File: config.mk
export PLATFORM = sky130hd
export DESIGN_NAME = bsid_scan_top
export DESIGN_NICKNAME = d
export VERILOG_FILES = /design/src/common/bsid_pkg.sv /design/src/common/bsid_ctl_if.sv /design/src/rtl/bsid_tap_fsm.sv /design/src/rtl/bsid_boundary.sv /design/src/rtl/bsid_scan_top.sv
export SDC_FILE = /design/constraint.sdc
export NUM_CORES = 1
export LEC_CHECK = 0
export ABC_AREA = 1
export BUFFER_PORTS_ARGS = -buffer_cell sky130_fd_sc_hd__clkbuf_2
export CELL_PAD_IN_SITES_DETAIL_PLACEMENT = 0
export CELL_PAD_IN_SITES_GLOBAL_PLACEMENT = 1
export CORE_ASPECT_RATIO = 0.7
export CORE_UTILIZATION = 47
export CTS_CLUSTER_DIAMETER = 30
export DETAILED_ROUTE_END_ITERATION = 7
export PLACE_DENSITY_LB_ADDON = 0.1
export SLEW_MARGIN = 20
export SYNTH_ARGS = -nofsm -noshare
export SYNTH_HDL_FRONTEND = slang
export SYNTH_HIERARCHICAL = 1
export SYNTH_SLANG_ARGS = --single-unit
File: constraint.sdc
create_clock -name clk -period 4.5 [get_ports clk]
set_input_delay 0.45 -clock clk [delete_from_list [all_inputs] [get_ports clk]]
set_output_delay 0.45 -clock clk [all_outputs]
set_load 0.01 [all_outputs]
File: src/common/bsid_pkg.sv
// Shared constants and types for the boundary-scan instruction decode block
package bsid_pkg;
    localparam int IR_WIDTH = 4;
    localparam int ID_WIDTH = 32;
    localparam logic [3:0] OP_EXTEST = 4'h0;
    localparam logic [3:0] OP_SAMPLE = 4'h1;
    localparam logic [3:0] OP_IDCODE = 4'h2;
    localparam logic [3:0] OP_HIGHZ = 4'h3;
    localparam logic [3:0] OP_BYPASS = 4'hF;
    localparam logic [3:0] IR_CAPTURE = 4'h1;
    // Identification field defaults, values arbitrary
    localparam logic [3:0] ID_VERSION = 4'h0;
    localparam logic [15:0] ID_PART = 16'h0001;
    localparam logic [10:0] ID_MAKER = 11'h001;
    localparam int TCK_DIV = 1;
    typedef enum logic [3:0] {
        TAP_RESET, TAP_IDLE, TAP_SEL_DR, TAP_CAP_DR, TAP_SH_DR, TAP_EX1_DR,
        TAP_PAU_DR, TAP_EX2_DR, TAP_UPD_DR, TAP_SEL_IR, TAP_CAP_IR,
        TAP_SH_IR, TAP_EX1_IR, TAP_PAU_IR, TAP_EX2_IR, TAP_UPD_IR
    } bsid_tap_t;
    typedef enum logic [1:0] {PATH_BSR, PATH_ID, PATH_BYP} bsid_path_t;
endpackage : bsid_pkg

File: src/common/bsid_ctl_if.sv
// Carrier between TAP sequencer and instruction decoder
`timescale 1ns/10ps
interface bsid_ctl_if;
    import bsid_pkg::*;
    bsid_tap_t state;
    logic tckRise;
    logic tckFall;
    logic tdi;
    modport tap (output state, output tckRise, output tckFall, output tdi);
    modport dec (input state, input tckRise, input tckFall, input tdi);
endinterface : bsid_ctl_if

File: src/rtl/bsid_tap_fsm.sv
// TAP state sequencer running on sampled link clock edges
`timescale 1ns/10ps
module bsid_tap_fsm (
    input wire logic clk,
    input wire logic arst_n,
    input wire logic tckPin,
    input wire logic tmsPin,
    input wire logic tdiPin,
    input wire logic trstPin_n,
    bsid_ctl_if.tap ctl
);
    import bsid_pkg::*;
    logic [2:0] tckSync_q, tckSync_d;
    logic [1:0] tmsSync_q, tmsSync_d;
    logic [1:0] tdiSync_q, tdiSync_d;
    logic [1:0] trstSync_q, trstSync_d;
    bsid_tap_t state_q, state_d;
    logic rise, fall;

    always_comb begin
        tckSync_d = {tckSync_q[1:0], tckPin};
        tmsSync_d = {tmsSync_q[0], tmsPin};
        tdiSync_d = {tdiSync_q[0], tdiPin};
        trstSync_d = {trstSync_q[0], trstPin_n};
        // Stages 1 and 2 only feed the edge compare, stage 0 is left alone
        rise = tckSync_q[1] && !tckSync_q[2];
        fall = !tckSync_q[1] && tckSync_q[2];
        state_d = state_q;
        if (!trstSync_q[1]) begin
            state_d = TAP_RESET;
        end else if (rise) begin
            unique case (state_q)
                TAP_RESET: state_d = tmsSync_q[1] ? TAP_RESET : TAP_IDLE;
                TAP_IDLE: state_d = tmsSync_q[1] ? TAP_SEL_DR : TAP_IDLE;
                TAP_SEL_DR: state_d = tmsSync_q[1] ? TAP_SEL_IR : TAP_CAP_DR;
                TAP_CAP_DR: state_d = tmsSync_q[1] ? TAP_EX1_DR : TAP_SH_DR;
                TAP_SH_DR: state_d = tmsSync_q[1] ? TAP_EX1_DR : TAP_SH_DR;
                TAP_EX1_DR: state_d = tmsSync_q[1] ? TAP_UPD_DR : TAP_PAU_DR;
                TAP_PAU_DR: state_d = tmsSync_q[1] ? TAP_EX2_DR : TAP_PAU_DR;
                TAP_EX2_DR: state_d = tmsSync_q[1] ? TAP_UPD_DR : TAP_SH_DR;
                TAP_UPD_DR: state_d = tmsSync_q[1] ? TAP_SEL_DR : TAP_IDLE;
                TAP_SEL_IR: state_d = tmsSync_q[1] ? TAP_RESET : TAP_CAP_IR;
                TAP_CAP_IR: state_d = tmsSync_q[1] ? TAP_EX1_IR : TAP_SH_IR;
                TAP_SH_IR: state_d = tmsSync_q[1] ? TAP_EX1_IR : TAP_SH_IR;
                TAP_EX1_IR: state_d = tmsSync_q[1] ? TAP_UPD_IR : TAP_PAU_IR;
                TAP_PAU_IR: state_d = tmsSync_q[1] ? TAP_EX2_IR : TAP_PAU_IR;
                TAP_EX2_IR: state_d = tmsSync_q[1] ? TAP_UPD_IR : TAP_SH_IR;
                TAP_UPD_IR: state_d = tmsSync_q[1] ? TAP_SEL_DR : TAP_IDLE;
            endcase
        end
    end

    always_ff @(posedge clk or negedge arst_n) begin
        if (!arst_n) begin
            tckSync_q <= 3'h0;
            tmsSync_q <= 2'h3;
            tdiSync_q <= 2'h0;
            trstSync_q <= 2'h0;
            state_q <= TAP_RESET;
        end else begin
            tckSync_q <= tckSync_d;
            tmsSync_q <= tmsSync_d;
            tdiSync_q <= tdiSync_d;
            trstSync_q <= trstSync_d;
            state_q <= state_d;
        end
    end

    assign ctl.state = state_q;
    assign ctl.tckRise = rise;
    assign ctl.tckFall = fall;
    assign ctl.tdi = tdiSync_q[1];
endmodule : bsid_tap_fsm

File: src/rtl/bsid_boundary.sv
// Boundary-scan cell chain with capture, shift and update stages
`timescale 1ns/10ps
module bsid_boundary #(
    parameter int N_OUT = 8,
    parameter int N_IN = 8
) (
    input wire logic clk,
    input wire logic arst_n,
    input wire logic capture,
    input wire logic shift,
    input wire logic update,
    input wire logic serIn,
    input wire logic [N_IN-1:0] pinIn,
    input wire logic [N_OUT-1:0] coreOut,
    output logic serOut,
    output logic [N_OUT-1:0] updVal
);
    localparam int LEN = N_OUT + N_IN;
    logic [LEN-1:0] chain_q, chain_d;
    logic [N_OUT-1:0] upd_q, upd_d;

    always_comb begin
        chain_d = chain_q;
        upd_d = upd_q;
        if (capture) begin
            chain_d = {coreOut, pinIn};
        end else if (shift) begin
            chain_d = {serIn, chain_q[LEN-1:1]};
        end
        // Update stage holds preload values until EXTEST uses them
        if (update) begin
            upd_d = chain_q[LEN-1:N_IN];
        end
    end

    always_ff @(posedge clk or negedge arst_n) begin
        if (!arst_n) begin
            chain_q <= '0;
            upd_q <= '0;
        end else begin
            chain_q <= chain_d;
            upd_q <= upd_d;
        end
    end

    assign serOut = chain_q[0];
    assign updVal = upd_q;
endmodule : bsid_boundary

File: src/rtl/bsid_scan_top.sv
// Boundary-scan instruction register, decoder and data register paths
// Function
// Four-bit instruction register; decoded value selects the data path.
// Instruction bits shift in from TDI only in Shift-IR.
// Opcode 0 is external test: boundary register path, pins off core.
// External test drives pins from boundary cells, captures pin inputs.
// Opcode 2 selects 32-bit identification register; function undisturbed.
// After TAP reset the identification register is the default path.
// Opcode 1 samples functional pin values through boundary register.
// Sample/preload shifted data is retained as preload for external test.
// Opcode 3 floats all outputs and selects the bypass stage.
// Opcode F selects one-bit bypass, one clock of delay.
// Bypass stage loads zero in Capture-DR.
// Capture-IR loads a pattern ending in binary 01.
// Instruction becomes current on falling TCK in Update-IR.
// Identification: version 31:28, part 27:12, maker 11:1, bit0 one.
// Unassigned opcodes act as bypass.
// Five TMS-high clocks or test reset enter Test-Logic-Reset.
`timescale 1ns/10ps
module bsid_scan_top #(
    parameter int N_OUT = 8,
    parameter int N_IN = 8,
    parameter logic [3:0] VERSION = bsid_pkg::ID_VERSION,
    parameter logic [15:0] PART = bsid_pkg::ID_PART,
    parameter logic [10:0] MAKER = bsid_pkg::ID_MAKER
) (
    input wire logic clk,
    input wire logic arst_n,
    input wire logic tck,
    input wire logic tms,
    input wire logic tdi,
    input wire logic trst_n,
    input wire logic [N_OUT-1:0] coreOut,
    input wire logic [N_OUT-1:0] coreOe,
    input wire logic [N_IN-1:0] pinIn,
    output logic tdo,
    output logic tdoOe,
    output logic [N_OUT-1:0] pinOut,
    output logic [N_OUT-1:0] pinOe,
    output logic [N_IN-1:0] coreIn,
    output logic [bsid_pkg::IR_WIDTH-1:0] curInstr
);
    import bsid_pkg::*;
    bsid_ctl_if ctl();

    logic [IR_WIDTH-1:0] irShift_q, irShift_d;
    logic [IR_WIDTH-1:0] irLatch_q, irLatch_d;
    logic [ID_WIDTH-1:0] idShift_q, idShift_d;
    logic bypass_q, bypass_d;
    logic tdo_q, tdo_d;
    logic tdoOe_q, tdoOe_d;
    logic [N_OUT-1:0] pinOut_q, pinOut_d;
    logic [N_OUT-1:0] pinOe_q, pinOe_d;
    logic [N_IN-1:0] coreIn_q, coreIn_d;
    logic [N_IN-1:0] pinSync1_q, pinSync1_d;
    logic [N_IN-1:0] pinSync2_q, pinSync2_d;
    bsid_path_t path;
    logic extest, highz;
    logic capIr, shIr, updIr;
    logic capDr, shDr, updDr;
    logic bsrCap, bsrShift, bsrUpdate;
    logic shifting;
    logic pathData;
    logic bsrSer;
    logic [N_OUT-1:0] bsrUpd;
    logic [ID_WIDTH-1:0] idValue;

    bsid_tap_fsm u_tap (
        .clk(clk),
        .arst_n(arst_n),
        .tckPin(tck),
        .tmsPin(tms),
        .tdiPin(tdi),
        .trstPin_n(trst_n),
        .ctl(ctl)
    );

    assign idValue = {VERSION, PART, MAKER, 1'b1};

    // Decode of the current instruction
    always_comb begin
        extest = 1'b0;
        highz = 1'b0;
        unique case (irLatch_q)
            OP_EXTEST: begin
                path = PATH_BSR;
                extest = 1'b1;
            end
            OP_SAMPLE: path = PATH_BSR;
            OP_IDCODE: path = PATH_ID;
            OP_HIGHZ: begin
                path = PATH_BYP;
                highz = 1'b1;
            end
            OP_BYPASS: path = PATH_BYP;
            default: path = PATH_BYP;
        endcase
    end

    // Captures and shifts act on rising test clock, updates on falling
    assign capIr = ctl.tckRise && ctl.state == TAP_CAP_IR;
    assign shIr = ctl.tckRise && ctl.state == TAP_SH_IR;
    assign updIr = ctl.tckFall && ctl.state == TAP_UPD_IR;
    assign capDr = ctl.tckRise && ctl.state == TAP_CAP_DR;
    assign shDr = ctl.tckRise && ctl.state == TAP_SH_DR;
    assign updDr = ctl.tckFall && ctl.state == TAP_UPD_DR;
    assign shifting = ctl.state == TAP_SH_IR || ctl.state == TAP_SH_DR;

    // Only the boundary chain is gated by path; identification and bypass registers see every capture and shift strobe
    assign bsrCap = capDr && path == PATH_BSR;
    assign bsrShift = shDr && path == PATH_BSR;
    assign bsrUpdate = updDr && path == PATH_BSR;

    // Data register whose low bit feeds the serial output
    always_comb begin
        pathData = 1'b0;
        unique case (path)
            PATH_BSR: pathData = bsrSer;
            PATH_ID: pathData = idShift_q[0];
            PATH_BYP: pathData = bypass_q;
        endcase
    end

    bsid_boundary #(
        .N_OUT(N_OUT),
        .N_IN(N_IN)
    ) u_bsr (
        .clk(clk),
        .arst_n(arst_n),
        .capture(bsrCap),
        .shift(bsrShift),
        .update(bsrUpdate),
        .serIn(ctl.tdi),
        .pinIn(pinSync2_q),
        .coreOut(coreOut),
        .serOut(bsrSer),
        .updVal(bsrUpd)
    );

    // Instruction group
    always_comb begin
        irShift_d = irShift_q;
        irLatch_d = irLatch_q;
        if (capIr) begin
            irShift_d = IR_CAPTURE;
        end else if (shIr) begin
            irShift_d = {ctl.tdi, irShift_q[IR_WIDTH-1:1]};
        end
        // Previous instruction stays in force until Update-IR or Test-Logic-Reset
        if (ctl.state == TAP_RESET) begin
            irLatch_d = OP_IDCODE;
        end else if (updIr) begin
            irLatch_d = irShift_q;
        end
    end

    always_ff @(posedge clk or negedge arst_n) begin
        if (!arst_n) begin
            irShift_q <= IR_CAPTURE;
            irLatch_q <= OP_IDCODE;
        end else begin
            irShift_q <= irShift_d;
            irLatch_q <= irLatch_d;
        end
    end

    // Identification and bypass group
    always_comb begin
        idShift_d = idShift_q;
        bypass_d = bypass_q;
        if (capDr) begin
            bypass_d = 1'b0;
            idShift_d = idValue;
        end else if (shDr) begin
            bypass_d = ctl.tdi;
            idShift_d = {ctl.tdi, idShift_q[ID_WIDTH-1:1]};
        end
    end

    always_ff @(posedge clk or negedge arst_n) begin
        if (!arst_n) begin
            idShift_q <= '0;
            bypass_q <= 1'b0;
        end else begin
            idShift_q <= idShift_d;
            bypass_q <= bypass_d;
        end
    end

    // Serial output group
    always_comb begin
        tdo_d = tdo_q;
        tdoOe_d = tdoOe_q;
        // Output changes on falling edge, as shift states are in force
        if (ctl.tckFall) begin
            tdoOe_d = shifting;
            tdo_d = (ctl.state == TAP_SH_IR) ? irShift_q[0] : pathData;
        end
    end

    always_ff @(posedge clk or negedge arst_n) begin
        if (!arst_n) begin
            tdo_q <= 1'b0;
            tdoOe_q <= 1'b0;
        end else begin
            tdo_q <= tdo_d;
            tdoOe_q <= tdoOe_d;
        end
    end

    // Pin muxing; registered so the top drives from flip-flops
    always_comb begin
        if (highz) begin
            pinOut_d = coreOut;
            pinOe_d = '0;
        end else if (extest) begin
            pinOut_d = bsrUpd;
            pinOe_d = '1;
        end else begin
            pinOut_d = coreOut;
            pinOe_d = coreOe;
        end
        // Under external test the core sees zeros, not pins
        coreIn_d = extest ? '0 : pinSync2_q;
    end

    always_ff @(posedge clk or negedge arst_n) begin
        if (!arst_n) begin
            pinOut_q <= '0;
            pinOe_q <= '0;
            coreIn_q <= '0;
        end else begin
            pinOut_q <= pinOut_d;
            pinOe_q <= pinOe_d;
            coreIn_q <= coreIn_d;
        end
    end

    // Pin inputs are asynchronous; only the second stage is read
    always_comb begin
        pinSync1_d = pinIn;
        pinSync2_d = pinSync1_q;
    end

    always_ff @(posedge clk or negedge arst_n) begin
        if (!arst_n) begin
            pinSync1_q <= '0;
            pinSync2_q <= '0;
        end else begin
            pinSync1_q <= pinSync1_d;
            pinSync2_q <= pinSync2_d;
        end
    end

    assign tdo = tdo_q;
    assign tdoOe = tdoOe_q;
    assign pinOut = pinOut_q;
    assign pinOe = pinOe_q;
    assign coreIn = coreIn_q;
    assign curInstr = irLatch_q;
endmodule : bsid_scan_top

Word level (Yosys, flattened, before mapping)
Index checks and enable logic that the tools add are counted.
- logic and storage cells: 99
- bits of input ports: 30
- flip-flop bits (word level): 120
- output and inout bits: 30
- equality and inequality tests: 21
- multiplexer cells: 35
- reductions and logical operators: 25
- operators with widths (operator ; number):
    32-bit two-way mux ; 2
    4-bit one-hot mux with 12 select lines ; 1
    4-bit two-way mux ; 10
    8-bit two-way mux ; 5
    4-bit equality test, second input constant ; 8
    16-bit two-way mux ; 2
    4-bit by 2-bit equality test with 1-bit output, second input constant ; 4
    4-bit by 3-bit equality test with 1-bit output, second input constant ; 4
    1-bit logical AND ; 11
    4-bit by 1-bit equality test with 1-bit output, second input constant ; 2
    4-bit logical NOT ; 2
    1-bit two-way mux ; 8
    2-bit nonzero test ; 4
    2-bit two-way mux ; 3
    3-bit two-way mux ; 2
    2-bit OR reduction ; 3
    2-bit one-hot mux with 2 select lines ; 1
    1-bit one-hot mux with 3 select lines ; 1
    3-bit OR reduction ; 1
    2-bit by 1-bit equality test with 1-bit output, second input constant ; 1
    2-bit equality test, second input constant ; 1
    1-bit logical NOT ; 2
    2-bit logical NOT ; 1
    2-bit inequality test, second input constant ; 1
    1-bit logical OR ; 1

Depth between registers and ports, before layout
Gate-level depths: netlist of run 1.
- depth after elaboration: 7
- depth in mapped cells: 12
- mapped depth without buffers: 9

Cells and area by module
The synthesis of run 1 kept the hierarchy.
- by module, submodules not included (module ; sequential area each (µm²) ; area each (µm²) ; times used ; cells an instance):
    bsid_scan_top ; 2054.5 ; 3204.3 ; 1 ; 320
    bsid_boundary ; 600.6 ; 1067.3 ; 1 ; 121
    bsid_tap_fsm ; 327.8 ; 645.6 ; 1 ; 90

Worst setup path after synthesis of run 1
OpenSTA, ideal clock, no wires.
- path type: reg-to-reg
- start point: register u_tap.tckSync_q[2]
- end point: register u_bsr.chain_q[10]
- cell stages (with the launch flop): 12
- data required time: 4.376 ns
- library setup time: 0.124 ns
- path buffers: 3
- period minus slack after synthesis: 1.765 ns
- data arrival time: 1.641 ns
- slack: 2.735 ns
- cell sequence: dfrtp_1 nor2_1 inv_1 nor2_4 inv_2 buf_6 nor2_1 buf_4 nor2_8 buf_8 nand2_1 nand3_1
- word-level cells in the longest chain between the ends: 5
- elaborated cells between the ends (all ways): 8
- those cells by class: 1 x mux; 7 x reduce/logical
- RTL lines (element ; line ; RTL):
    from (decl) ; bsid_tap_fsm.sv:13 ; logic [2:0] tckSync_q, tckSync_d;
    from (signal assigned) ; bsid_tap_fsm.sv:61 ; tckSync_q <= tckSync_d;
    1-bit logical NOT ; bsid_tap_fsm.sv:26 ; rise = tckSync_q[1] && !tckSync_q[2];
    1-bit logical AND ; bsid_tap_fsm.sv:26 ;
    named net ctl.tckRise ; bsid_ctl_if.sv:6 ; logic tckRise;
    1-bit logical AND ; bsid_scan_top.sv:105 ; assign shDr = ctl.tckRise && ctl.state == TAP_SH_DR;
    1-bit logical AND ; bsid_scan_top.sv:111 ; assign bsrShift = shDr && path == PATH_BSR;
    named net bsrShift ; bsid_scan_top.sv:61 ; logic bsrCap, bsrShift, bsrUpdate;
    2-bit nonzero test (no line) ; -- ;
    to (signal assigned) ; bsid_boundary.sv:41 ; chain_q <= chain_d;
    to (decl) ; bsid_boundary.sv:19 ; logic [LEN-1:0] chain_q, chain_d;
The timed path passes the listed nets, and every way through them passes these cells.
A chain may end at the register's enable or synchronous reset.

Worst setup path after layout of run 1
- start point: register u_tap.state_q[0], in the netlist u_tap/ctl.state[0]
- end point: register u_bsr.chain_q[1]
- word-level cells in the longest chain between the ends: 4
- elaborated cells between the ends (all ways): 8
- those cells by class: 2 x eq/ne; 1 x mux; 5 x reduce/logical
- RTL lines (element ; line ; RTL):
    from (decl) ; bsid_tap_fsm.sv:17 ; bsid_tap_t state_q, state_d;
    from (signal assigned) ; bsid_tap_fsm.sv:65 ; state_q <= state_d;
    4-bit by 3-bit equality test with 1-bit output ; bsid_scan_top.sv:105 ;
    1-bit logical AND ; bsid_scan_top.sv:105 ;
    1-bit logical AND ; bsid_scan_top.sv:111 ;
    named net bsrShift ; bsid_scan_top.sv:61 ;
    2-bit nonzero test (no line) ; -- ;
The timed path passes the listed nets, and every way through them passes these cells.

==> impl_results.md, run 1 <==
- # IOs: 60
- Part of the Yosys area used for sequential elements: 0.607
- Top FF cell, synth: dfrtp_1
- Via density: 4.83
- Outcome: completed
- Clock transition at path regs: 60 ps
- Vias in the first global route: 3277
- Commonest cells post-synth: nand2_1, dfrtp_1, nand3_1
- CP max-delay cell: nor2_4
- Netlist Area Pre-Place: 0.00492 mm2
- Crit Path Class: reg -> reg
- Routed length per instance: 13.0 um
- FF+latch count, synth: 119
- Final Net Count: 623
- Most numerous cell in the Yosys netlist: nand2_1
- Tightest Pin Transition: 867 ps
- Post-CTS setup buffer count: 0
- First-pass GRT wire length: 16400 um
- Multiplexer share of the synthesized area: 0
- TNS Setup: 0 ps
- XOR/XNOR share of the synthesized area: 0
- Chip width: 124 um
- Largest net degree at the start of global routing: 81
- Syn nets: 561
- Post-synth top area share: 0.585
- Max Freq: 376 MHz
- DRT Pass-1 Iters: 5
- Area contributors post-synth: dfrtp_1, nand2_1, nand3_1
- RSZ-0062 raised after global routing: false
- Synth warnings: 6
- Largest family of logic cells by synthesized area: simple AND/OR/NAND/NOR gates
- CTS Hold Bufs: 0
- Die Y: 87.6 um
- VDD IR max: 272 uV
- Worst Hold Class: in -> async
- Async set-reset flop share out of synthesis: 1.00
- Root buffer cell: clkbuf_16
- Post-Route WL: 9520 um
- Congestion Overflow GR: 0
- Post-synth EDFFs: 0
- Layout Cells excl Fill: 734
- Fin crit period: 2660 ps
- Leakage: 2.94 nW
- Post-CTS resize count: 0
- Synth cell types: 27
- CP Cell Sequence: nor2_2 -> nand3_2 -> nor2_4 -> inv_2 -> nor2_1 -> buf_4 -> nor2_8 -> nand2_1 -> nand3_1
- Crit. path cell count: 9
- CTS sink cnt: 119
- Final Hold Viols: 0
- Fill count: 877
- Core Footprint: 0.00991 mm2
- Routability cong.: 0.818
- # diodes: 0
- Compound-gate portion of the synthesized area: 0.0756
- Fin crit share: 0.590
- P&R area growth vs syn: 18.7%
- Post-DP HPWL: 6060 um
- Antenna violations before repair: 0
- Clock Skew: 8.05 ps
- Starting density of the core: 0.496
- Inserted Clock Buffers: 17
- Crit. End Element: register
- Max-cap violations: 0
- PortBufs: 59
- Crit path DAT: 2940 ps
- CTS tree: done
- Final setup vio count: 0
- Worst reg2reg endpoint: u_bsr/chain_q[1]$_DFFE_PN0P_
- Antenna-violating nets left: 0
- Post-Synth Adder-Cell Area: 0
- Area share of and/or/nand/nor cells after synthesis: 0.243
- CP Buf/Inv Count: 2
- DR vias: 3545
- Mapped Cells: 531
- Crit path required time: 4780 ps
- R2R depth: 9
- CTS H-tree depth: 4
- CP peak stage delay: 520 ps
- Die ar.: 0.0109 mm2
- Deepest clock path buffer count: 2
- Clk_lat worst skew: 400 ps
- Total track usage: 0.194
- DRT iter0 DRCs: 262
- Yosys top cell by area: dfrtp_1
- Reg2reg start: u_tap/ctl.state[0]$_DFFE_PN0P_
- Power Density: 432 mW/mm2
- Ratio of cells with drive above 1 in the final layout: 0.206
- Cell count after placement: 702
- Rows: 30
- CP Max Fanout: 33
- Mean Syn Cell Area: 9.26 um2
- Final slew viol count: 0
- CP Launch Type: register
- CP delay by family, top: simple AND/OR/NAND/NOR gates
- FF-to-FF setup slack: 1840 ps
- Max transition margin: 0.420
- # DRC: 0
==> stage by stage <==
| stage | hold slack (ps) | setup WS (ps) | utilization | total power [mW] | area, um2 |
|---|---|---|---|---|---|
| after floorplan | 154 | 2740 | - | 1.15 | 4920 |
| after global placement | 332 | 1940 | 0.528 | 1.20 | 5240 |
| after detailed placement | 335 | 1870 | 0.528 | 1.21 | 5240 |
| after CTS | 115 | 1820 | 0.588 | 2.55 | 5830 |
| after global routing | 115 | 1570 | 0.589 | 2.62 | 5830 |
| final | 59.2 | 1840 | 0.589 | 2.52 | 5830 |
==> placed cells by master, fill, tap and decap left out, drive strengths merged <==
cell type / count
inv: 60
o211ai: 1
nor4: 1
bufinv: 2
nand2: 160
o21ai: 55
and3: 1
nand3b: 1
clkbuf: 75
nor2: 54
a31oi: 1
a21oi: 6
clkinv: 8
buf: 4
dfstp: 4
nand3: 56
nand4: 2
dfrtp: 115
==> worst max-delay path by stage <==
stage / from / end / slack, ps
finish: u_tap/ctl.state[0]$_DFFE_PN0P_ / u_bsr/chain_q[1]$_DFFE_PN0P_ / 1840
global route: u_tap/ctl.state[0]$_DFFE_PN0P_ / u_bsr/chain_q[1]$_DFFE_PN0P_ / 1570
CTS: u_tap/tckSync_q[1]$_DFF_PN0_ / u_bsr/chain_q[1]$_DFFE_PN0P_ / 1820
floorplan: u_tap/tckSync_q[2]$_DFF_PN0_ / u_bsr/chain_q[10]$_DFFE_PN0P_ / 2740
detailed placement: u_tap/tckSync_q[1]$_DFF_PN0_ / u_bsr/chain_q[3]$_DFFE_PN0P_ / 1870
global placement: u_tap/tckSync_q[1]$_DFF_PN0_ / u_bsr/chain_q[9]$_DFFE_PN0P_ / 1940
==> sequential cells by signal, indices dropped and copies added (netlist names), 2 cells and up <==
signal	count
coreIn	8
curInstr	4
idShift_q	32
irShift_q	4
pinOe	8
pinOut	8
pinSync1_q	8
pinSync2_q	8
u_bsr/chain_q	16
u_bsr/updVal	8
u_tap/ctl.state	4
u_tap/tckSync_q	3
u_tap/tdiSync_q	2
u_tap/tmsSync_q	2
u_tap/trstSync_q	2
==> area by class of cell <==
cell class / instances / area [um2] / area share
timing repair buffer: 62 / 324 / 0.0555
multi-input combinational: 338 / 1570 / 0.268
clock inverter: 15 / 169 / 0.0290
clock buffer: 17 / 425 / 0.0729
tap: 128 / 160 / 0.0275
sequential: 119 / 2980 / 0.511
inverter: 55 / 206 / 0.0354
==> worst reg2reg max path: cells and delay by family, from the launching register on <==
kind          cells  cell delay [ps]
buf+inv           2              730
flops             1              510
simple gates      7             1310
==> report_power, final <==
| part | internal, mW | switching (mW) | total [mW] | leakage (nW) |
|---|---|---|---|---|
| logic | 0.0270 | 0.0510 | 0.0780 | 1.15 |
| clock network | 0.828 | 0.507 | 1.34 | 0.294 |
| registers | 1.10 | 0.0118 | 1.11 | 1.49 |
==> metal layers <==
layer	GRT usage	wire length (um)
met5	0	0
met4	0.0723	54
met3	0.0489	428
met2	0.261	3970
met1	0.299	5070
==> logic make-up (layout without fill, tap and decap cells) <==
logic type | count (synthesis) | after routing
buf+inv | 74 | 149
simple gates | 275 | 275
flops | 119 | 119
compound gates | 63 | 63
(Power assumes the default switching activity.)
==> run 2: changes to the inputs <==
--- a/config.mk
+++ b/config.mk
@@ -10,7 +10,7 @@
 export CELL_PAD_IN_SITES_DETAIL_PLACEMENT = 0
 export CELL_PAD_IN_SITES_GLOBAL_PLACEMENT = 1
 export CORE_ASPECT_RATIO = 0.7
-export CORE_UTILIZATION = 47
+export CORE_UTILIZATION = 44
 export CTS_CLUSTER_DIAMETER = 30
 export DETAILED_ROUTE_END_ITERATION = 7
 export PLACE_DENSITY_LB_ADDON = 0.1
==> constraint.sdc (replaced) <==
create_clock -name clk -period 2.64 [get_ports clk]
set_input_delay 0.264 -clock clk [delete_from_list [all_inputs] [get_ports clk]]
set_output_delay 0.264 -clock clk [all_outputs]
set_load 0.01 [all_outputs]
==> impl_results.md, run 2 (synthesis results as in run 1) <==
- Busiest grt layer: met1
- Max Freq: 489 MHz (+30%)
- Vias in the first global route: 3385 (+3.3%)
- Max-cap violations: 0 (unchanged)
- Max reg flops: 32 (unchanged)
- FF-to-FF setup slack: 590 ps (-1250 ps)
- # diodes: 0 (unchanged)
- Largest net degree at the start of global routing: 48 (-41%)
- Worst slack at placement: 605 ps (-1260 ps)
- Tightest Pin Transition: 629 ps (-238 ps)
- Worst Hold Endpoint: pinOe[0]$_DFF_PN0_
- Die Y: 90.4 um (+3.3%)
- Hold Startpoint: coreOe[0]
- Ratio of cells with drive above 1 in the final layout: 0.207 (+0.000792)
- GR Util met2: 0.250 (-0.0107)
- Chip width: 128 um (+3.3%)
- Core Footprint: 0.0106 mm2 (+6.9%)
- Hold Crit Depth: 3
- Starting density of the core: 0.464 (-0.0318)
- Final slew viol count: 0 (unchanged)
- Worst Hold Class: in -> reg
- Most frequent cells in the layout: nand2_1, dfrtp_1, clkbuf_2, nand3_1
- CP max-delay cell: dfrtp_1
- First-pass GRT wire length: 16300 um (-0.88%)
- Via density: 4.65 (-3.8%)
- M3 GR Usage: 0.0421 (-0.00681)
- Worst reg2reg endpoint: u_bsr/chain_q[10]$_DFFE_PN0P_
- # IOs: 60 (unchanged)
- Biggest regs: idShift_q x32, u_bsr/chain_q x16
- Layout Cells excl Fill: 771 (+5.0%)
- CP Cell Sequence: nor2_2 -> nand3_2 -> nor2_4 -> inv_2 -> nor2_1 -> buf_4 -> nor2_8 -> nand2_1 -> nand3_1
- VDD IR max: 409 uV (+50%)
- Routed length per instance: 12.1 um (-6.4%)
- Fin crit share: 0.775 (+0.184)
- Clock transition at path regs: 60 ps (about the same)
- Deepest clock path buffer count: 2 (unchanged)
- Clock Skew: 4.67 ps (-3.37 ps)
- Congestion Overflow GR: 0 (unchanged)
- Worst Slack Setup Final: 595 ps (-1250 ps)
- CP Launch Type: register
- Post-Route WL: 9350 um (-1.7%)
- Total track usage: 0.181 (-0.0125)
- DRT Pass-1 Iters: 5 (unchanged)
- Antenna violations before repair: 0 (unchanged)
- Clk_lat worst skew: 410 ps (about the same)
- Crit. End Element: register
- Post-CTS resize count: 0 (unchanged)
- PortBufs: 59 (unchanged)
- Routability cong.: 0.827 (+1.1%)
- CTS Hold Bufs: 13 (+13)
- CP Max Fanout: 32 (-3.0%)
- Final Net Count: 640 (+2.7%)
- RSZ-0062 raised after global routing: false
- Cell count after placement: 726 (+3.4%)
- DR vias: 3584 (+1.1%)
- Root buffer cell: clkbuf_16
- Leakage: 3.01 nW (+2.1%)
- Antenna-violating nets left: 0 (unchanged)
- Outcome: completed
- CTS tree: done
- Fin crit period: 2050 ps (-611 ps)
- Reg2reg start: u_tap/ctl.state[0]$_DFFE_PN0P_
- TNS Setup: 0 ps (unchanged)
- DRT iter0 DRCs: 266 (+1.5%)
- Crit Path Class: reg -> reg
- Crit path DAT: 2390 ps (-550 ps)
- Rows: 31 (+3.3%)
- P&R area growth vs syn: 22.3%
- Final Hold Viols: 0 (unchanged)
- Post-DP HPWL: 6100 um (+0.78%)
- M1 GR Usage: 0.269 (-0.0298)
- Biggest register: idShift_q
- Max transition margin: 0.580 (+0.160)
- Final setup vio count: 0 (unchanged)
- Post-CTS setup buffer count: 0 (unchanged)
- # DRC: 0 (unchanged)
- Crit path required time: 2980 ps (-1800 ps)
- CP peak stage delay: 570 ps (+50 ps)
- Power Density: 704 mW/mm2 (+63%)
- Most common cell after layout, fill and taps aside: nand2_1
- Die ar.: 0.0116 mm2 (+6.7%)
- R2R depth: 9 (unchanged)
- CTS H-tree depth: 4 (unchanged)
- CTS sink cnt: 119 (unchanged)
- Final Power: 4.23 mW (+68%)
- Inserted Clock Buffers: 17 (unchanged)
-- run 2: cell types whose count changed in the layout (fill, tap and decap cells not counted), sizes merged --
cell	change
inv	+5
bufinv	-2
clkinv	-5
dlygate4sd3	+13
clkinvlp	+2
buf	+4
-- run 2: final cells by class --
| type | count | area [um2] |
|---|---|---|
| Clock buffer | 17 | 425 |
| Clock inverter | 15 | 154 |
| Fill cell | 943 | 4580 |
| Inverter | 55 | 206 |
| Multi-Input combinational cell | 338 | 1570 |
| Sequential cell | 119 | 2980 |
| Tap cell | 148 | 185 |
| Timing Repair Buffer | 79 | 493 |
-- run 2: report_power, final --
group / switching (mW) / total, mW / leakage, nW / internal [mW]
Combinational: 0.0910 / 0.152 / 1.23 / 0.0611
Clock: 0.937 / 2.19 / 0.279 / 1.26
Sequential: 0.0190 / 1.89 / 1.49 / 1.87
-- run 2: metal layers --
metal | wire, um | vias to the layer above
met5 | 0 | -
met4 | 40 | 0
met2 | 3920 | 93
li1 | - | 1844
met3 | 458 | 4
met1 | 4940 | 1643
-- run 2: critical path: cells and delay by family (launching register included) --
kind / cells / cell delay (ps)
DFF: 1 / 570
buffers and inverters: 2 / 680
and+or+nand+nor: 7 / 720
-- run 2: how the worst max path moves through the flow --
stage	from	end	slack [ps]	depth (start not counted)
3_5_place_dp	u_tap/ctl.state[0]$_DFFE_PN0P_	u_bsr/chain_q[10]$_DFFE_PN0P_	600	9
6_report	u_tap/ctl.state[0]$_DFFE_PN0P_	u_bsr/chain_q[10]$_DFFE_PN0P_	590	9
3_3_place_gp	u_tap/ctl.state[0]$_DFFE_PN0P_	u_bsr/chain_q[0]$_DFFE_PN0P_	650	9
2_1_floorplan	u_tap/tckSync_q[2]$_DFF_PN0_	u_bsr/chain_q[10]$_DFFE_PN0P_	880	11
4_1_cts	u_tap/ctl.state[0]$_DFFE_PN0P_	u_bsr/chain_q[2]$_DFFE_PN0P_	590	9
5_1_grt	u_tap/ctl.state[0]$_DFFE_PN0P_	u_bsr/chain_q[9]$_DFFE_PN0P_	350	9
-- run 2: metrics by stage --
step | hold slack [ps] | util | instance area (um2)
CTS | 76.9 | 0.568 | 6010
floorplan | -31.6 | - | 4920
global placement | 328 | 0.501 | 5300
global route | 84.5 | 0.568 | 6010
finish | 91.0 | 0.568 | 6010
detailed placement | 329 | 0.501 | 5300
